**config.mk**
```make
export PLATFORM = sky130hd
export DESIGN_NAME = dpio_port
export DESIGN_NICKNAME = d
export VERILOG_FILES = /design/src/dpio_pkg.sv /design/src/dpio_sync.sv /design/src/dpio_pin_mux.sv /design/src/dpio_port.sv
export SDC_FILE = /design/constraint.sdc
export NUM_CORES = 1
export LEC_CHECK = 0
export BUFFER_PORTS_ARGS = -buffer_cell sky130_fd_sc_hd__buf_2
export CAP_MARGIN = 5
export CORE_MARGIN = 2
export CORE_UTILIZATION = 38
export CTS_CLUSTER_DIAMETER = 100
export DETAILED_ROUTE_END_ITERATION = 6
export GPL_ROUTABILITY_DRIVEN = 0
export GPL_TIMING_DRIVEN = 0
export PLACE_DENSITY_LB_ADDON = 0.08
export SKIP_LAST_GASP = 1
export SYNTH_ARGS = -nofsm -noshare
export SYNTH_HDL_FRONTEND = slang
export SYNTH_SLANG_ARGS = --single-unit
export TNS_END_PERCENT = 1
```
**constraint.sdc**
```tcl
create_clock -name ref_clk -period 3.58 [get_ports ref_clk]
set_input_delay 0.537 -clock ref_clk [delete_from_list [all_inputs] [get_ports ref_clk]]
set_output_delay 0.537 -clock ref_clk [all_outputs]
set_load 0.02 [all_outputs]
```
**src/dpio_pkg.sv**
```systemverilog
/*
 * Package for the digital port I/O block: register offsets, field layout,
 * reset values and the carrier structs shared by the port modules.
 * Assumes a 32-bit APB slave with one aligned word per register.
 */
package dpio_pkg;

	localparam int DPIO_PINS  = 8;
	localparam int DPIO_AW    = 8;

	// ****************************************
	// Register byte offsets
	// ****************************************
	localparam logic [DPIO_AW-1:0] DPIO_OFS_LEVEL = 8'h00;
	localparam logic [DPIO_AW-1:0] DPIO_OFS_LATCH = 8'h04;
	localparam logic [DPIO_AW-1:0] DPIO_OFS_DIR   = 8'h08;
	localparam logic [DPIO_AW-1:0] DPIO_OFS_ANSEL = 8'h0C;
	localparam logic [DPIO_AW-1:0] DPIO_OFS_WPU   = 8'h10;
	localparam logic [DPIO_AW-1:0] DPIO_OFS_INLVL = 8'h14;
	localparam logic [DPIO_AW-1:0] DPIO_OFS_SLEW  = 8'h18;
	localparam logic [DPIO_AW-1:0] DPIO_OFS_ODRN  = 8'h1C;
	localparam logic [DPIO_AW-1:0] DPIO_OFS_PERI  = 8'h20;

	// ****************************************
	// Implemented bits and reset values
	// ****************************************
	localparam logic [7:0] DPIO_IMPL_MASK = 8'h37;
	localparam logic [7:0] DPIO_RST_LATCH = 8'h00;
	localparam logic [7:0] DPIO_RST_DIR   = 8'h37;
	localparam logic [7:0] DPIO_RST_ANSEL = 8'h37;
	localparam logic [7:0] DPIO_RST_WPU   = 8'h00;
	localparam logic [7:0] DPIO_RST_INLVL = 8'h00;
	localparam logic [7:0] DPIO_RST_SLEW  = 8'h37;
	localparam logic [7:0] DPIO_RST_ODRN  = 8'h00;
	localparam logic [7:0] DPIO_RST_PERI  = 8'h00;

	// Per-pin pad controls toward the pad ring
	typedef struct packed {
		logic [7:0] out_level;
		logic [7:0] out_en;
		logic [7:0] in_buf_en;
		logic [7:0] pullup_en;
		logic [7:0] thresh_st;
		logic [7:0] slew_lim;
	} dpio_pad_ctl_s;

	// Peripheral requests from the routing logic
	typedef struct packed {
		logic [7:0] dig_out_en;
		logic [7:0] dig_out_val;
		logic [7:0] ana_out_en;
	} dpio_peri_req_s;

endpackage

```
**src/dpio_sync.sv**
```systemverilog
/*
 * Two-flop synchroniser bank for the raw pin levels.
 * Assumes pin inputs are asynchronous to ref_clk.
 */
`timescale 1ns/10ps
module dpio_sync #(
	parameter int WIDTH = 8
) (
	input  wire logic             ref_clk, // System clock
	input  wire logic             rst,     // Async reset, active high
	input  wire logic [WIDTH-1:0] d_async, // Raw levels
	output logic      [WIDTH-1:0] q_sync   // Synchronised levels
);
	logic [WIDTH-1:0] stage1_reg;
	logic [WIDTH-1:0] stage2_reg;

	always_ff @(posedge ref_clk or posedge rst) begin
		if (rst) begin
			stage1_reg <= '0;
			stage2_reg <= '0;
		end else begin
			stage1_reg <= d_async;
			stage2_reg <= stage1_reg;
		end
	end

	assign q_sync = stage2_reg;
endmodule

```
**src/dpio_pin_mux.sv**
```systemverilog
/*
 * Per-pin output ownership: latch, routed digital peripheral, analog output.
 * Assumes peripheral requests already come through the routing select.
 */
`timescale 1ns/10ps
module dpio_pin_mux
	import dpio_pkg::*;
#(
	parameter int PINS = 8
) (
	input  wire logic [PINS-1:0] latch,       // Output latch
	input  wire logic [PINS-1:0] dir_in,      // 1 = input (driver off)
	input  wire logic [PINS-1:0] odrain,      // Open-drain enable
	input  wire logic [PINS-1:0] impl,        // Implemented pins
	input  wire logic [PINS-1:0] peri_en,     // Routed peripheral owns pin
	input  wire logic [PINS-1:0] peri_val,    // Routed peripheral level
	input  wire logic [PINS-1:0] ana_out,     // Analog output enabled
	output logic      [PINS-1:0] drv_level,   // Pad output level
	output logic      [PINS-1:0] drv_en       // Pad output enable
);
	genvar g;
	generate
		for (g = 0; g < PINS; g++) begin : g_pin
			logic src;
			// Latch owns the pin unless routing hands it to a peripheral
			assign src = peri_en[g] ? peri_val[g] : latch[g];
			assign drv_level[g] = src;
			// Analog output overrides all digital drive; ansel alone does not
			assign drv_en[g] = impl[g] & ~ana_out[g] & ~dir_in[g]
				& ~(odrain[g] & src);
		end
	endgenerate
endmodule

```
**src/dpio_port.sv**
```systemverilog
/*
 * Digital port I/O: APB register file and per-pin control for one port.
 * Holds latch, direction, analog select, pull-up, threshold, slew and
 * open-drain controls plus a routing enable per pin.
 * Assumes pins arrive asynchronously and peripherals are routed upstream.
 */
// Implementation choices: the register offsets and the APB slave port.
`timescale 1ns/10ps

// Function
// - After reset, latch owns every pin output
// - Other functions reach pins only via routing
// - Pin-level register write updates the latch
// - Latch read returns stored latch values
// - Pin-level read returns sampled pin levels
// - Analog select disables digital input buffer
// - Peripheral-owned pin not latch-driven, still readable
// - Analog inputs active only in analog mode
// - Digital outputs may drive analog-mode pins
// - Analog output forces driver high impedance
// - Latch holds pins 5,4,2,1,0
// - Latch bits 7,6,3 read zero
// - Full per-pin control register set provided
// - Analog select 1 analog, 0 digital
module dpio_port
	import dpio_pkg::*;
#(
	parameter int          PINS = DPIO_PINS,
	parameter logic [7:0]  IMPL = DPIO_IMPL_MASK
) (
	input  wire logic                 ref_clk,     // 20 MHz system clock
	input  wire logic                 rst,         // Async reset, active high
	input  wire logic                 psel,        // APB select
	input  wire logic                 penable,     // APB enable
	input  wire logic                 pwrite,      // APB direction
	input  wire logic [DPIO_AW-1:0]   paddr,       // APB byte address
	input  wire logic [31:0]          pwdata,      // APB write data
	input  wire logic [3:0]           pstrb,       // APB byte strobes
	output logic                      pready,      // APB ready
	output logic      [31:0]          prdata,      // APB read data
	output logic                      pslverr,     // APB error
	input  wire logic [PINS-1:0]      pin_in,      // Raw pad levels
	input  wire dpio_peri_req_s       peri_req,    // Routed peripheral requests
	output dpio_pad_ctl_s             pad_ctl,     // Pad controls
	output logic      [PINS-1:0]      pad_odrain,  // Open-drain select
	output logic      [PINS-1:0]      ana_in_en,   // Analog input connect
	output logic      [PINS-1:0]      dig_in_level // Digital input to peripherals
);
	import dpio_pkg::*;

	// ****************************************
	// Registers
	// ****************************************
	logic [7:0] latch_reg;
	logic [7:0] dir_reg;
	logic [7:0] ansel_reg;
	logic [7:0] wpu_reg;
	logic [7:0] inlvl_reg;
	logic [7:0] slew_reg;
	logic [7:0] odrn_reg;
	logic [7:0] peri_reg;
	logic [31:0] rdata_reg;
	logic        err_reg;
	logic [PINS-1:0] pin_sync;
	logic [PINS-1:0] drv_level;
	logic [PINS-1:0] drv_en;
	logic [PINS-1:0] peri_own;

	logic wr_en;
	logic rd_en;
	logic [7:0] wbyte;

	function automatic logic addr_known(input logic [DPIO_AW-1:0] a);
		unique case (a)
			DPIO_OFS_LEVEL, DPIO_OFS_LATCH, DPIO_OFS_DIR, DPIO_OFS_ANSEL,
			DPIO_OFS_WPU, DPIO_OFS_INLVL, DPIO_OFS_SLEW, DPIO_OFS_ODRN,
			DPIO_OFS_PERI: addr_known = 1'b1;
			default:       addr_known = 1'b0;
		endcase
	endfunction

	function automatic logic hit(input logic [DPIO_AW-1:0] a, input logic [DPIO_AW-1:0] o);
		hit = (a == o);
	endfunction

	// Single-cycle access phase: setup then access, pready always high
	assign wr_en  = psel & penable & pwrite & pstrb[0] & addr_known(paddr);
	assign rd_en  = psel & ~penable & ~pwrite;
	assign wbyte  = pwdata[7:0] & IMPL;
	assign pready = 1'b1;
	assign prdata = rdata_reg;
	assign pslverr = psel & penable & err_reg;

	// ****************************************
	// Pin-level sampling
	// ****************************************
	dpio_sync #(
		.WIDTH(PINS)
	) u_sync (
		.ref_clk(ref_clk),
		.rst    (rst),
		.d_async(pin_in),
		.q_sync (pin_sync)
	);

	// ****************************************
	// Output latch
	// ****************************************
	always_ff @(posedge ref_clk or posedge rst) begin
		if (rst) begin
			latch_reg <= DPIO_RST_LATCH;
		end else if (wr_en && (hit(paddr, DPIO_OFS_LATCH) || hit(paddr, DPIO_OFS_LEVEL))) begin
			latch_reg <= wbyte;
		end
	end

	// ****************************************
	// Control registers
	// ****************************************
	always_ff @(posedge ref_clk or posedge rst) begin
		if (rst) begin
			dir_reg   <= DPIO_RST_DIR;
			ansel_reg <= DPIO_RST_ANSEL;
			wpu_reg   <= DPIO_RST_WPU;
			inlvl_reg <= DPIO_RST_INLVL;
			slew_reg  <= DPIO_RST_SLEW;
			odrn_reg  <= DPIO_RST_ODRN;
		end else if (wr_en) begin
			if (hit(paddr, DPIO_OFS_DIR)) begin
				dir_reg <= wbyte;
			end
			if (hit(paddr, DPIO_OFS_ANSEL)) begin
				ansel_reg <= wbyte;
			end
			if (hit(paddr, DPIO_OFS_WPU)) begin
				wpu_reg <= wbyte;
			end
			if (hit(paddr, DPIO_OFS_INLVL)) begin
				inlvl_reg <= wbyte;
			end
			if (hit(paddr, DPIO_OFS_SLEW)) begin
				slew_reg <= wbyte;
			end
			if (hit(paddr, DPIO_OFS_ODRN)) begin
				odrn_reg <= wbyte;
			end
		end
	end

	// Routing enables cleared by reset so the latch owns every pin
	always_ff @(posedge ref_clk or posedge rst) begin
		if (rst) begin
			peri_reg <= DPIO_RST_PERI;
		end else if (wr_en && hit(paddr, DPIO_OFS_PERI)) begin
			peri_reg <= wbyte;
		end
	end

	// ****************************************
	// Read path
	// ****************************************
	always_ff @(posedge ref_clk or posedge rst) begin
		if (rst) begin
			rdata_reg <= 32'h0000_0000;
			err_reg   <= 1'b0;
		end else if (psel && !penable) begin
			err_reg   <= ~addr_known(paddr);
			rdata_reg <= 32'h0000_0000;
			if (rd_en) begin
				unique case (paddr)
					DPIO_OFS_LEVEL: rdata_reg[7:0] <= pin_sync & ~ansel_reg & IMPL;
					DPIO_OFS_LATCH: rdata_reg[7:0] <= latch_reg;
					DPIO_OFS_DIR:   rdata_reg[7:0] <= dir_reg;
					DPIO_OFS_ANSEL: rdata_reg[7:0] <= ansel_reg;
					DPIO_OFS_WPU:   rdata_reg[7:0] <= wpu_reg;
					DPIO_OFS_INLVL: rdata_reg[7:0] <= inlvl_reg;
					DPIO_OFS_SLEW:  rdata_reg[7:0] <= slew_reg;
					DPIO_OFS_ODRN:  rdata_reg[7:0] <= odrn_reg;
					DPIO_OFS_PERI:  rdata_reg[7:0] <= peri_reg;
					default:        rdata_reg <= 32'h0000_0000;
				endcase
			end
		end
	end

	// ****************************************
	// Pin ownership
	// ****************************************
	// A peripheral only owns a pin when routing enables it and it requests drive
	assign peri_own = peri_reg[PINS-1:0] & peri_req.dig_out_en;

	dpio_pin_mux #(
		.PINS(PINS)
	) u_mux (
		.latch    (latch_reg[PINS-1:0]),
		.dir_in   (dir_reg[PINS-1:0]),
		.odrain   (odrn_reg[PINS-1:0]),
		.impl     (IMPL[PINS-1:0]),
		.peri_en  (peri_own),
		.peri_val (peri_req.dig_out_val),
		.ana_out  (peri_req.ana_out_en),
		.drv_level(drv_level),
		.drv_en   (drv_en)
	);

	// ****************************************
	// Pad controls
	// ****************************************
	assign pad_ctl.out_level = drv_level;
	assign pad_ctl.out_en    = drv_en;
	assign pad_ctl.in_buf_en = ~ansel_reg & IMPL;
	assign pad_ctl.pullup_en = wpu_reg & ~drv_en & IMPL;
	assign pad_ctl.thresh_st = inlvl_reg;
	assign pad_ctl.slew_lim  = slew_reg;
	assign pad_odrain        = odrn_reg;
	assign ana_in_en         = ansel_reg & IMPL;
	// Peripheral inputs still see the pin while it is peripheral-owned
	assign dig_in_level      = pin_sync & ~ansel_reg & IMPL;

endmodule

```
==> metrics.txt <==
post-synth top area cell dfrtp_1; Hold Buf Count CTS 0; post-synthesis sequential area ratio 0.4349; RSZ-0062 raised after global routing no; Clk pin slew, worst setup/hold paths ~100 ps; WP data arrival approximately 1700 ps; run status finished, final reports clean; nets ~530; CP endpoint kind primary output; Die H 96.70 um; TritonRoute pass-1 iters 4; 1st-iter DRT viols 192; crit path launch type flip-flop; # placed instances approximately 540; final clock skew about 4.8 ps; vias in the first global route between 2000 and 2500; HPWL Detailed about 6400 um; slack of the critical path 1366 ps; Synth async-reset ratio 1.000; Worst Tran Pin Value 765.6 ps; FMAX 0.4517 GHz; DR vias/cell about 4.6; root buffer cell clkbuf_8; Final setup viols 0; VDD IR max between 150 and 200 uV; Yosys warning count 0; initial antenna violation count 0; IO Port Bufs 89; H-Tree Depth 2; reg2reg start ansel_reg[1]; CTS Sinks 56; Core Box Area around 8300 um2; synth cell count leaders 62 x buf_4, 41 x dfrtp_1, 34 x mux2_2, 21 x nand2_1, 15 x dfstp_2; Synth Cell Area about 3300 um2; Leak ~2.3 nW; Starting Density 0.3955; count leader, synth buf_4; Final Slew Violations 0; largest net degree at the start of global routing 35; synthesized instance count ~300; Hold Path Class in -> async; worst setup path start peri_reg[5]; via count around 2500; final core occ 0.5021; synth top area cells dfrtp_1 31%, buf_4 14%, dfstp_2 12%; CTS tree built; EDFF count, synth 0; CTS Buf Count 5; Yosys cell types 50; PwrDens roughly 290 nW/um2; Area Overhead vs Synth 26.97%; Tot GR Track Use 0.1698; Final Cycle Share 0.6184; design area roughly 4100 um2; FP Rows 33; share of cells above drive strength 1 0.5213; post-CTS sizing 0; fin crit period ~2200 ps; #FFs+latches synth between 50 and 60; Max Cap Violations 0; Residual DRC 0; Post-Route WL roughly 8100 um; Synth Flop Type dfrtp_1; die area slightly above 9000 um2; worst slack, placed roughly 1200 ps; Clock Path Buffers 2; share of the synthesized area in the top cell type 0.3142; mean post-synth cell area between 10 and 15 um2; placed cell area between 4000 and 5000 um2; I/O Pins around 190; Slew headroom 0.4764; Post-CTS Setup Inserts 0; crit-path max FO 3; final hold vios 0; Final Non-Filler Cells about 550; global-route wire length before repair about 13000 um; Die X-Extent 96.70 um; Antenna Nets Post-Route 0; GRT overflow 0; crit path kind reg -> out; wire per inst around 15 um; worst endpoint required time between 3000 and 4000 ps; n_diodes 0; setup TNS 0 ps; Worst-Skew Late Latency just over 300 ps
==> stage by stage <==
| step | hold slack (ps) | power (mW) |
|---|---|---|
| 4_1_cts | 259.8 | 1.218 |
| 5_1_grt | 284.2 | 1.265 |
| 3_5_place_dp | 336.3 | 0.8797 |
| 2_1_floorplan | 331.2 | 0.8216 |
| 6_report | 250.1 | 1.204 |
| 3_3_place_gp | 331.5 | 0.8752 |
==> logic make-up after synthesis <==
kind of cell	synth area share
AOI/OAI and AO/OA	0.09311
muxes	0.1693
DFF	0.4349
buffers and inverters	0.1655
other	0.002300
and+or+nand+nor	0.1349
==> path summary, 6_finish.rpt <==
kind | endpoint | cells after the start | slack [ps]
setup reg to reg | prdata[1] | 5 | 1790
hold / removal | pad_odrain[1] | 2 | 250
hold reg to reg | u_sync.q_sync[1] | 0 | 360
setup / recovery | pad_ctl[21] | 5 | 1370
max in group asynchronous | dir_reg[0] | 3 | 2700
min in group ref_clk | u_sync.stage1_reg[4] | 1 | 330
==> final cells by class <==
cell class / instances / area [um2]
clock buffer: 6 / 72.57
inverter: 8 / 30.03
buffer: 70 / 510.5
sequential: 56 / 1420
timing repair buffer: 90 / 465.4
clock inverter: 2 / 12.51
tap: 105 / 131.4
multi-input combinational: 215 / 1504
fill: 824 / 4111
==> cells in the final DEF, fill, tap and decap left out, types with 3 or more instances in the layout <==
cell type	n
buf_2	95
buf_4	62
conb_1	55
dfrtp_1	41
mux2_2	34
nand2_1	21
dfstp_2	15
nor2b_1	13
a211oi_1	8
nor3_1	7
inv_1	7
o21ai_0	6
mux2i_1	5
mux2_4	5
clkbuf_8	5
nor3_4	4
and3_1	4
nor2_1	4
nand3_1	4
or3_1	3
a22oi_1	3
a21oi_1	3
a21o_1	3
==> worst max-delay path, cell delays in order, from the launching register on <==
cell      delay, ps
dfrtp_1         420
nand2_1          80
mux2_2          340
a211oi_1        300
nor2b_1          70
buf_2           160
==> power breakdown <==
part / internal, mW / total (mW) / leakage, nW / switching, mW
Clock: 0.137 / 0.335 / 0.0412 / 0.197
Combinational: 0.0854 / 0.217 / 1.53 / 0.132
Sequential: 0.646 / 0.652 / 0.702 / 0.00620
Total: 0.868 / 1.20 / 2.28 / 0.335
==> layer usage <==
| metal | track usage | wire, um |
|---|---|---|
| met5 | 0 | 0 |
| met4 | 0.04334 | 119 |
| met3 | 0.02890 | 563 |
| met2 | 0.2740 | 3824 |
| met1 | 0.2380 | 3586 |
Note: power is estimated with default switching activity, not from simulation.
